`config.mk`:
```
export PLATFORM = sky130hd
export DESIGN_NAME = tvio_ports
export DESIGN_NICKNAME = d
export VERILOG_FILES = /design/src/tvio_ports.v /design/src/tvio_sync.v
export VERILOG_INCLUDE_DIRS = /design/src /design/src/src
export SDC_FILE = /design/constraint.sdc
export NUM_CORES = 1
export LEC_CHECK = 0
export BUFFER_PORTS_ARGS = -buffer_cell sky130_fd_sc_hd__buf_2
export CORE_ASPECT_RATIO = 0.75
export CORE_UTILIZATION = 30
export CTS_BUF_LIST = sky130_fd_sc_hd__clkbuf_4 sky130_fd_sc_hd__clkbuf_8
export CTS_CLUSTER_DIAMETER = 200
export DETAILED_ROUTE_END_ITERATION = 8
export PLACE_DENSITY = 0.44
export SKIP_CTS_REPAIR_TIMING = 1
export SLEW_MARGIN = 25
export SYNTH_ARGS = -nofsm -noshare
export SYNTH_HDL_FRONTEND = slang
export SYNTH_SLANG_ARGS = --single-unit
```
`constraint.sdc`:
```
create_clock -name clk_i -period 1.67 [get_ports clk_i]
set_input_delay 0.0835 -clock clk_i [delete_from_list [all_inputs] [get_ports clk_i]]
set_output_delay 0.0835 -clock clk_i [all_outputs]
set_load 0.01 [all_outputs]
```
`src/tvio_defines.vh`:
```
// Constants for the TV controller general-purpose port block
`ifndef TVIO_DEFINES_VH
`define TVIO_DEFINES_VH
// ************
// Register offsets
// ************
`define TVIO_ADDR_W 5
`define TVIO_OFF_A_DATA 5'h00
`define TVIO_OFF_A_DIR 5'h01
`define TVIO_OFF_A_PULL 5'h02
`define TVIO_OFF_A_PIN 5'h03
`define TVIO_OFF_B_DATA 5'h04
`define TVIO_OFF_B_DIR 5'h05
`define TVIO_OFF_B_PULL 5'h06
`define TVIO_OFF_B_PIN 5'h07
`define TVIO_OFF_C_DATA 5'h08
`define TVIO_OFF_C_DIR 5'h09
`define TVIO_OFF_C_PULL 5'h0A
`define TVIO_OFF_C_PIN 5'h0B
`define TVIO_OFF_EDGE 5'h0C
`define TVIO_OFF_IRQ_STAT 5'h0D
`define TVIO_OFF_IRQ_MASK 5'h0E
// ************
// Line masks and reset values
// ************
`define TVIO_A_PULL_OK 8'h0F
`define TVIO_A_OD 8'hF0
`define TVIO_B_LINES 8'h77
`define TVIO_C_PULL_OK 8'h0F
`define TVIO_C_SER_LINES 8'h0B
`define TVIO_RST_ZERO 8'h00
// ************
// Field positions
// ************
`define TVIO_BIT_SCL 0
`define TVIO_BIT_SDA 1
`define TVIO_BIT_SEN 3
`define TVIO_BIT_PWR 4
`define TVIO_BIT_IR 6
`define TVIO_EV_PWR 0
`define TVIO_EV_IR 1
`endif

```
`src/tvio_ports.v`:
```
// Three general-purpose ports with serial overlay and edge interrupts
//
// The address-and-strobe port and the placing of the registers were left to the implementer.
`timescale 1ns/100ps
`default_nettype none
`include "tvio_defines.vh"
// What this block does
// (RULE1) First port: eight lines, direction and pull-up
// (RULE2) First port lines four-seven drive open-drain
// (RULE3) First port lines four-seven ignore pull-up
// (RULE4) First port lines zero-three drive push-pull
// (RULE5) Second port: six lines, no lines three and seven
// (RULE6) Third port: eight lines, direction and pull-up
// (RULE7) Third port open-drain; upper four lack pull-up
// (RULE8) Serial lines: pin is data AND serial
// (RULE9) Clock line0, data line1, enable line3
// (RULE10) Lines four, six: software-edge interrupt latches
// (RULE11) Line four power, line six infrared
// (RULE12) Direction bit per line; reads return pins
module tvio_ports (
  // Clock and reset
  input wire clk_i,
  input wire rstn_i,
  // Register port
  input wire [`TVIO_ADDR_W-1:0] addr_i,
  input wire [7:0] wdata_i,
  input wire wr_i,
  input wire rd_i,
  output reg [7:0] rdata_o,
  // Serial interface overlay
  input wire serial_clock_i,
  input wire serial_data_i,
  input wire serial_bus_enable_i,
  // First port pins
  input wire [7:0] first_port_lines_i,
  output reg [7:0] first_port_lines_o,
  output reg [7:0] first_port_lines_oe_o,
  output reg [7:0] first_port_lines_pu_o,
  // Second port pins
  input wire [7:0] second_port_lines_i,
  output reg [7:0] second_port_lines_o,
  output reg [7:0] second_port_lines_oe_o,
  output reg [7:0] second_port_lines_pu_o,
  // Third port pins
  input wire [7:0] third_port_lines_i,
  output reg [7:0] third_port_lines_o,
  output reg [7:0] third_port_lines_oe_o,
  output reg [7:0] third_port_lines_pu_o,
  // Interrupts
  output reg power_interrupt_input_o,
  output reg infrared_nonmaskable_interrupt_o,
  output reg irq_o
);
  // ************
  // Registers
  // ************
  reg [7:0] a_data;
  reg [7:0] a_dir;
  reg [7:0] a_pull;
  reg [7:0] b_data;
  reg [7:0] b_dir;
  reg [7:0] b_pull;
  reg [7:0] c_data;
  reg [7:0] c_dir;
  reg [7:0] c_pull;
  reg [1:0] edge_sel;
  reg [1:0] irq_stat;
  reg [1:0] irq_mask;
  reg [1:0] ev_last;
  wire [7:0] a_pin;
  wire [7:0] b_pin;
  wire [7:0] c_pin;
  wire [7:0] ser_vec;
  wire [7:0] c_drive;
  wire [1:0] ev_now;
  wire [1:0] ev_hit;
  reg [7:0] next_rdata;

  // ************
  // Pin synchronisers
  // ************
  tvio_sync #(.W(8)) u_sync_a (
    .clk_i(clk_i),
    .rstn_i(rstn_i),
    .d_i(first_port_lines_i),
    .q_o(a_pin)
  );
  tvio_sync #(.W(8)) u_sync_b (
    .clk_i(clk_i),
    .rstn_i(rstn_i),
    .d_i(second_port_lines_i),
    .q_o(b_pin)
  );
  tvio_sync #(.W(8)) u_sync_c (
    .clk_i(clk_i),
    .rstn_i(rstn_i),
    .d_i(third_port_lines_i),
    .q_o(c_pin)
  );

  // ************
  // Register writes
  // ************
  always @(posedge clk_i or negedge rstn_i) begin
    if (!rstn_i) begin
      a_data <= `TVIO_RST_ZERO;
      a_dir <= `TVIO_RST_ZERO;
      a_pull <= `TVIO_RST_ZERO;
      b_data <= `TVIO_RST_ZERO;
      b_dir <= `TVIO_RST_ZERO;
      b_pull <= `TVIO_RST_ZERO;
      c_data <= `TVIO_RST_ZERO;
      c_dir <= `TVIO_RST_ZERO;
      c_pull <= `TVIO_RST_ZERO;
      edge_sel <= 2'h0;
      irq_mask <= 2'h0;
    end else if (wr_i) begin
      case (addr_i)
        `TVIO_OFF_A_DATA: a_data <= wdata_i;
        `TVIO_OFF_A_DIR: a_dir <= wdata_i; // RULE1
        `TVIO_OFF_A_PULL: a_pull <= wdata_i & `TVIO_A_PULL_OK; // RULE3
        `TVIO_OFF_B_DATA: b_data <= wdata_i & `TVIO_B_LINES; // RULE5
        `TVIO_OFF_B_DIR: b_dir <= wdata_i & `TVIO_B_LINES; // RULE5
        `TVIO_OFF_B_PULL: b_pull <= wdata_i & `TVIO_B_LINES; // RULE5
        `TVIO_OFF_C_DATA: c_data <= wdata_i;
        `TVIO_OFF_C_DIR: c_dir <= wdata_i; // RULE6
        `TVIO_OFF_C_PULL: c_pull <= wdata_i & `TVIO_C_PULL_OK; // RULE7
        `TVIO_OFF_EDGE: edge_sel <= wdata_i[1:0]; // RULE10
        `TVIO_OFF_IRQ_MASK: irq_mask <= wdata_i[1:0];
        default: ;
      endcase
    end
  end

  // ************
  // Edge latches
  // ************
  // Edge select bit one means rising edge, zero means falling
  assign ev_now = {c_pin[`TVIO_BIT_IR], c_pin[`TVIO_BIT_PWR]}; // RULE11
  assign ev_hit = (ev_now & ~ev_last & edge_sel) |
                  (~ev_now & ev_last & ~edge_sel); // RULE10

  always @(posedge clk_i or negedge rstn_i) begin
    if (!rstn_i) begin
      ev_last <= 2'h0;
      irq_stat <= 2'h0;
    end else begin
      ev_last <= ev_now;
      // Set wins over a write-one clear in the same cycle
      if (wr_i && addr_i == `TVIO_OFF_IRQ_STAT) begin
        irq_stat <= (irq_stat & ~wdata_i[1:0]) | ev_hit; // RULE10
      end else begin
        irq_stat <= irq_stat | ev_hit; // RULE10
      end
    end
  end

  // ************
  // Pin drive
  // ************
  // Serial signals idle high so the port value passes through
  assign ser_vec = {4'hF, serial_bus_enable_i, 1'b1, serial_data_i, serial_clock_i}; // RULE9
  assign c_drive = c_data & (ser_vec | ~`TVIO_C_SER_LINES); // RULE8

  always @(posedge clk_i or negedge rstn_i) begin
    if (!rstn_i) begin
      first_port_lines_o <= `TVIO_RST_ZERO;
      first_port_lines_oe_o <= `TVIO_RST_ZERO;
      first_port_lines_pu_o <= `TVIO_RST_ZERO;
      second_port_lines_o <= `TVIO_RST_ZERO;
      second_port_lines_oe_o <= `TVIO_RST_ZERO;
      second_port_lines_pu_o <= `TVIO_RST_ZERO;
      third_port_lines_o <= `TVIO_RST_ZERO;
      third_port_lines_oe_o <= `TVIO_RST_ZERO;
      third_port_lines_pu_o <= `TVIO_RST_ZERO;
      power_interrupt_input_o <= 1'b0;
      infrared_nonmaskable_interrupt_o <= 1'b0;
      irq_o <= 1'b0;
    end else begin
      first_port_lines_o <= a_data & ~`TVIO_A_OD; // RULE4
      // Open-drain lines only ever pull low
      first_port_lines_oe_o <= a_dir & (~`TVIO_A_OD | ~a_data); // RULE2
      first_port_lines_pu_o <= ~a_dir & a_pull; // RULE12
      second_port_lines_o <= b_data; // RULE5
      second_port_lines_oe_o <= b_dir; // RULE5
      second_port_lines_pu_o <= ~b_dir & b_pull; // RULE12
      third_port_lines_o <= `TVIO_RST_ZERO; // RULE7
      third_port_lines_oe_o <= c_dir & ~c_drive; // RULE7
      third_port_lines_pu_o <= ~c_dir & c_pull; // RULE12
      power_interrupt_input_o <= irq_stat[`TVIO_EV_PWR]; // RULE11
      infrared_nonmaskable_interrupt_o <= irq_stat[`TVIO_EV_IR]; // RULE11
      irq_o <= |(irq_stat & irq_mask);
    end
  end

  // ************
  // Register reads
  // ************
  always @* begin
    next_rdata = 8'h00;
    case (addr_i)
      `TVIO_OFF_A_DATA: next_rdata = a_data;
      `TVIO_OFF_A_DIR: next_rdata = a_dir;
      `TVIO_OFF_A_PULL: next_rdata = a_pull;
      `TVIO_OFF_A_PIN: next_rdata = a_pin; // RULE12
      `TVIO_OFF_B_DATA: next_rdata = b_data;
      `TVIO_OFF_B_DIR: next_rdata = b_dir;
      `TVIO_OFF_B_PULL: next_rdata = b_pull;
      `TVIO_OFF_B_PIN: next_rdata = b_pin & `TVIO_B_LINES; // RULE12
      `TVIO_OFF_C_DATA: next_rdata = c_data;
      `TVIO_OFF_C_DIR: next_rdata = c_dir;
      `TVIO_OFF_C_PULL: next_rdata = c_pull;
      `TVIO_OFF_C_PIN: next_rdata = c_pin; // RULE12
      `TVIO_OFF_EDGE: next_rdata = {6'h00, edge_sel};
      `TVIO_OFF_IRQ_STAT: next_rdata = {6'h00, irq_stat};
      `TVIO_OFF_IRQ_MASK: next_rdata = {6'h00, irq_mask};
      default: next_rdata = 8'h00;
    endcase
  end

  always @(posedge clk_i or negedge rstn_i) begin
    if (!rstn_i) begin
      rdata_o <= 8'h00;
    end else if (rd_i) begin
      rdata_o <= next_rdata;
    end else begin
      rdata_o <= 8'h00;
    end
  end
endmodule // tvio_ports
`default_nettype wire

```
`src/tvio_sync.v`:
```
// Three-stage pin synchroniser with agreement filter
`timescale 1ns/100ps
`default_nettype none
module tvio_sync #(
  parameter W = 8
) (
  // Clock and reset
  input wire clk_i,
  input wire rstn_i,
  // Pin in, filtered level out
  input wire [W-1:0] d_i,
  output reg [W-1:0] q_o
);
  reg [W-1:0] s1;
  reg [W-1:0] s2;
  reg [W-1:0] s3;
  genvar g;
  always @(posedge clk_i or negedge rstn_i) begin
    if (!rstn_i) begin
      s1 <= {W{1'b0}};
      s2 <= {W{1'b0}};
      s3 <= {W{1'b0}};
    end else begin
      s1 <= d_i;
      s2 <= s1;
      s3 <= s2;
    end
  end
  // A change counts only once stages two and three agree
  generate
    for (g = 0; g < W; g = g + 1) begin : g_filt
      always @(posedge clk_i or negedge rstn_i) begin
        if (!rstn_i) begin
          q_o[g] <= 1'b0;
        end else if (s2[g] == s3[g]) begin
          q_o[g] <= s3[g];
        end
      end
    end
  endgenerate
endmodule // tvio_sync
`default_nettype wire

```
==> flow_summary.yaml <==
yosys:
  synth_edf_count: 0
  yosys-top-cells-area: "dfrtp_1 (69%), mux2_2 (8.1%), mux2i_1 (3.0%), maj3_1 (2.9%), buf_4 (2.7%)"
  ys.flop_type: "dfrtp_1"
  ys_seq_area_share_pct: 69.1
  synthCells: 510
  yosysWarningCount: 0
  yosys.area.top_type: "dfrtp_1"
  synth_cell_types: 53
  async_reset_ff_share_pct: 100
  avgSynthCellArea_um2: 15.0
  synth_top_area_share_pct: 69.1
  syn_area_mm2: 0.00764
  synth_seq_cells: 211
placement:
  dpl_cell_area_mm2: 0.00871
  gp_congestion: 0.800
  dp_cells: 967
  post-dp-hpwl_um: 12700
  io_buffer_count: 98
layout:
  drive_gt1_share_pct: 36.1
  num-fill-cells: 2389
  final_cells: 1063
  syn2layout_area_growth_pct: 29.5
  final_cell_mix: "dfrtp_1 (211), buf_2 (97), mux2_2 (55), clkbuf_8 (50), dlygate4sd3_1 (35)"
  final_nets: 745
  final_common_cell: "dfrtp_1"
  final_cell_area_mm2: 0.00989
  antenna_cells: 0
timing:
  setup_viol: 0
  setup_tns_ps: 0
  clock-skew-final_ps: 17.6
  period_minus_slack_ps: 1400
  timing.final.crit_share_pct: 84.1
  clock.fmax_mhz: 712
  rsz0062_at_grt: "false"
  slew_violations: 0
  hold_viol: 0
setup_path:
  r2r-end: "rdata_o[1]"
  crit_family: "compound AO/OA/AOI/OAI gates"
  worstPathRequired_ps: 2020
  crit_buf_inv: 0
  crit_path_end_kind: "flip-flop"
  critPathMaxStageDelay_ps: 430
  reg2reg_depth: 3
  r2r_start: "c_data[1]"
  worstPathMaxFanout: 3
  critPathArrivalTime_ps: 1760
  criticalPathCategory: "flip-flop to flip-flop"
  rrSetupSlack_ps: 270
  crit_chain: "a22o_1 > a2111oi_0 > a21oi_1"
  slowest_stage: "dfrtp_1"
  critPathLaunchType: "flip-flop"
floorplanning:
  start_util_pct: 30.6
  die_y_um: 140
  dieArea_mm2: 0.0261
  coreArea_mm2: 0.0250
  die_w_um: 186
  pin_count: 127
  rows: 50
detailed_routing:
  drt-vias-per-instance: 4.30
  wirelength_um: 17800
  first_pass_iters: 4
  drc_errors: 0
  num_vias: 4570
  first_iter_violations: 258
  postRouteAntennaNets: 0
  avgRoutedWirePerCell_um: 16.8
worst_hold_path:
  hold_path_end: "rdata_o[0]"
  min_from: "rd_i"
  holdPathStages: 4
  hp-class: "input port to flip-flop"
clock_tree:
  htreeDepth: 2
  clk_path_buf_depth: 3
  cts_tree: "yes"
  ctsRootBufferMaster: "clkbuf_8"
  cts_sinks: 211
  clkTransAtPathRegs_ps: 60
  cts_made_buffers: 35
  clock_latency_ps: 510
power:
  pwr_density_cell_mw_per_mm2: 1290
  leakage_nw: 4.67
  power_mw: 12.8
  irDropWorstVdd_v: 0.000490
status:
  status: "complete, no violations"
grt:
  grt_start_max_net_pins: 47
  grt_pass1_vias: 4672
  grt_pass1_wl_um: 27400
  antenna_found_initial: 0
  overflow: 0
  track_usage_pct: 14.1
job:
  cap_violations: 0
## routing by layer
layer	track usage (%)	up-vias	share of wire [%]
met1	20.5	2273	48
met4	4.87	0	1.5
met3	3.59	30	6.1
met5	0	-	0
li1	-	2140	-
met2	20.2	127	44
## layout make-up
cell class              instances  area [um^2]  area share [%]
flip-flops and latches        211         5280            53.4
multi-input cells             280         2170            21.9
repair buffers                171         1180            12.0
clock buffers                  56          727            7.35
well taps                     338          423            4.27
clock inverters                 5          103            1.04
inverters                       2         7.51          0.0759
## through the flow
stage / worst slack [ps] / hold slack, ps / utilization (%)
2_1_floorplan: 298 / -212 / -
3_3_place_gp: 66.9 / 33.3 / 34.9
3_5_place_dp: 63.7 / 40.3 / 34.9
4_1_cts: 217 / -524 / 38.2
5_1_grt: 184 / 20.5 / 39.6
6_report: 265 / 35.7 / 39.6
## sequential cells by signal, summed over array words and instances (netlist names), 8 cells and up
signal                 flops
rdata_o                    8
third_port_lines_oe_o      8
u_sync_a.s2                8
u_sync_c.s1                8
first_port_lines_oe_o      8
a_dir                      8
u_sync_c.q_o               8
u_sync_c.s3                8
u_sync_a.s3                8
c_dir                      8
c_data                     8
a_data                     8
u_sync_a.s1                8
u_sync_a.q_o               8
u_sync_c.s2                8
## where the power goes
group | leakage [nW] | internal (mW) | switching [mW]
registers | 2.60 | 5.77 | 0.403
logic | 1.64 | 0.709 | 0.713
clock network | 0.431 | 3.22 | 1.97
## synthesized netlist by cell type (all sizes together), types with 3 or more instances
| master | count |
|---|---|
| nor3b | 5 |
| nor3 | 7 |
| a21oi | 4 |
| maj3 | 22 |
| nand2b | 3 |
| nor2b | 29 |
| nand3 | 5 |
| buf | 38 |
| nand2 | 22 |
| nor2 | 12 |
| and3 | 4 |
| mux2i | 23 |
| o21ai | 11 |
| nor4 | 4 |
| dfrtp | 211 |
| a31oi | 5 |
| a211oi | 3 |
| a22oi | 4 |
| a21boi | 3 |
| o2bb2ai | 3 |
| clkbuf | 4 |
| a22o | 5 |
| mux2 | 55 |
## cell families (layout without fill, tap and decap cells)
group	after synthesis	count (layout)	synth area share [%]
other	1	26	0.0491
buffers and inverters	44	234	3.72
AO/OA/AOI/OAI	52	52	4.85
multiplexers	79	79	11.4
AND/OR/NAND/NOR	101	101	7.98
flip-flops	211	211	69.1
adder cells (fa/ha/maj)	22	22	2.88
## tightest hold or removal path, delay by kind of cell
family / cells / cell delay, ps
buf+inv: 1 / 110
compound gates: 2 / 160
simple gates: 1 / 120
## worst max path at each step
stage,slack [ps],startpoint,cells after the start,end
after CTS,220,c_data[1],3,rdata_o[1]
after global routing,180,b_dir[1],4,rdata_o[1]
final,270,c_data[1],3,rdata_o[1]
after detailed placement,60,addr_i[4],6,edge_sel[0]
after floorplan,300,addr_i[3],5,a_data[0]
after global placement,70,addr_i[4],6,edge_sel[0]
Power figures use the tool's default switching activity.
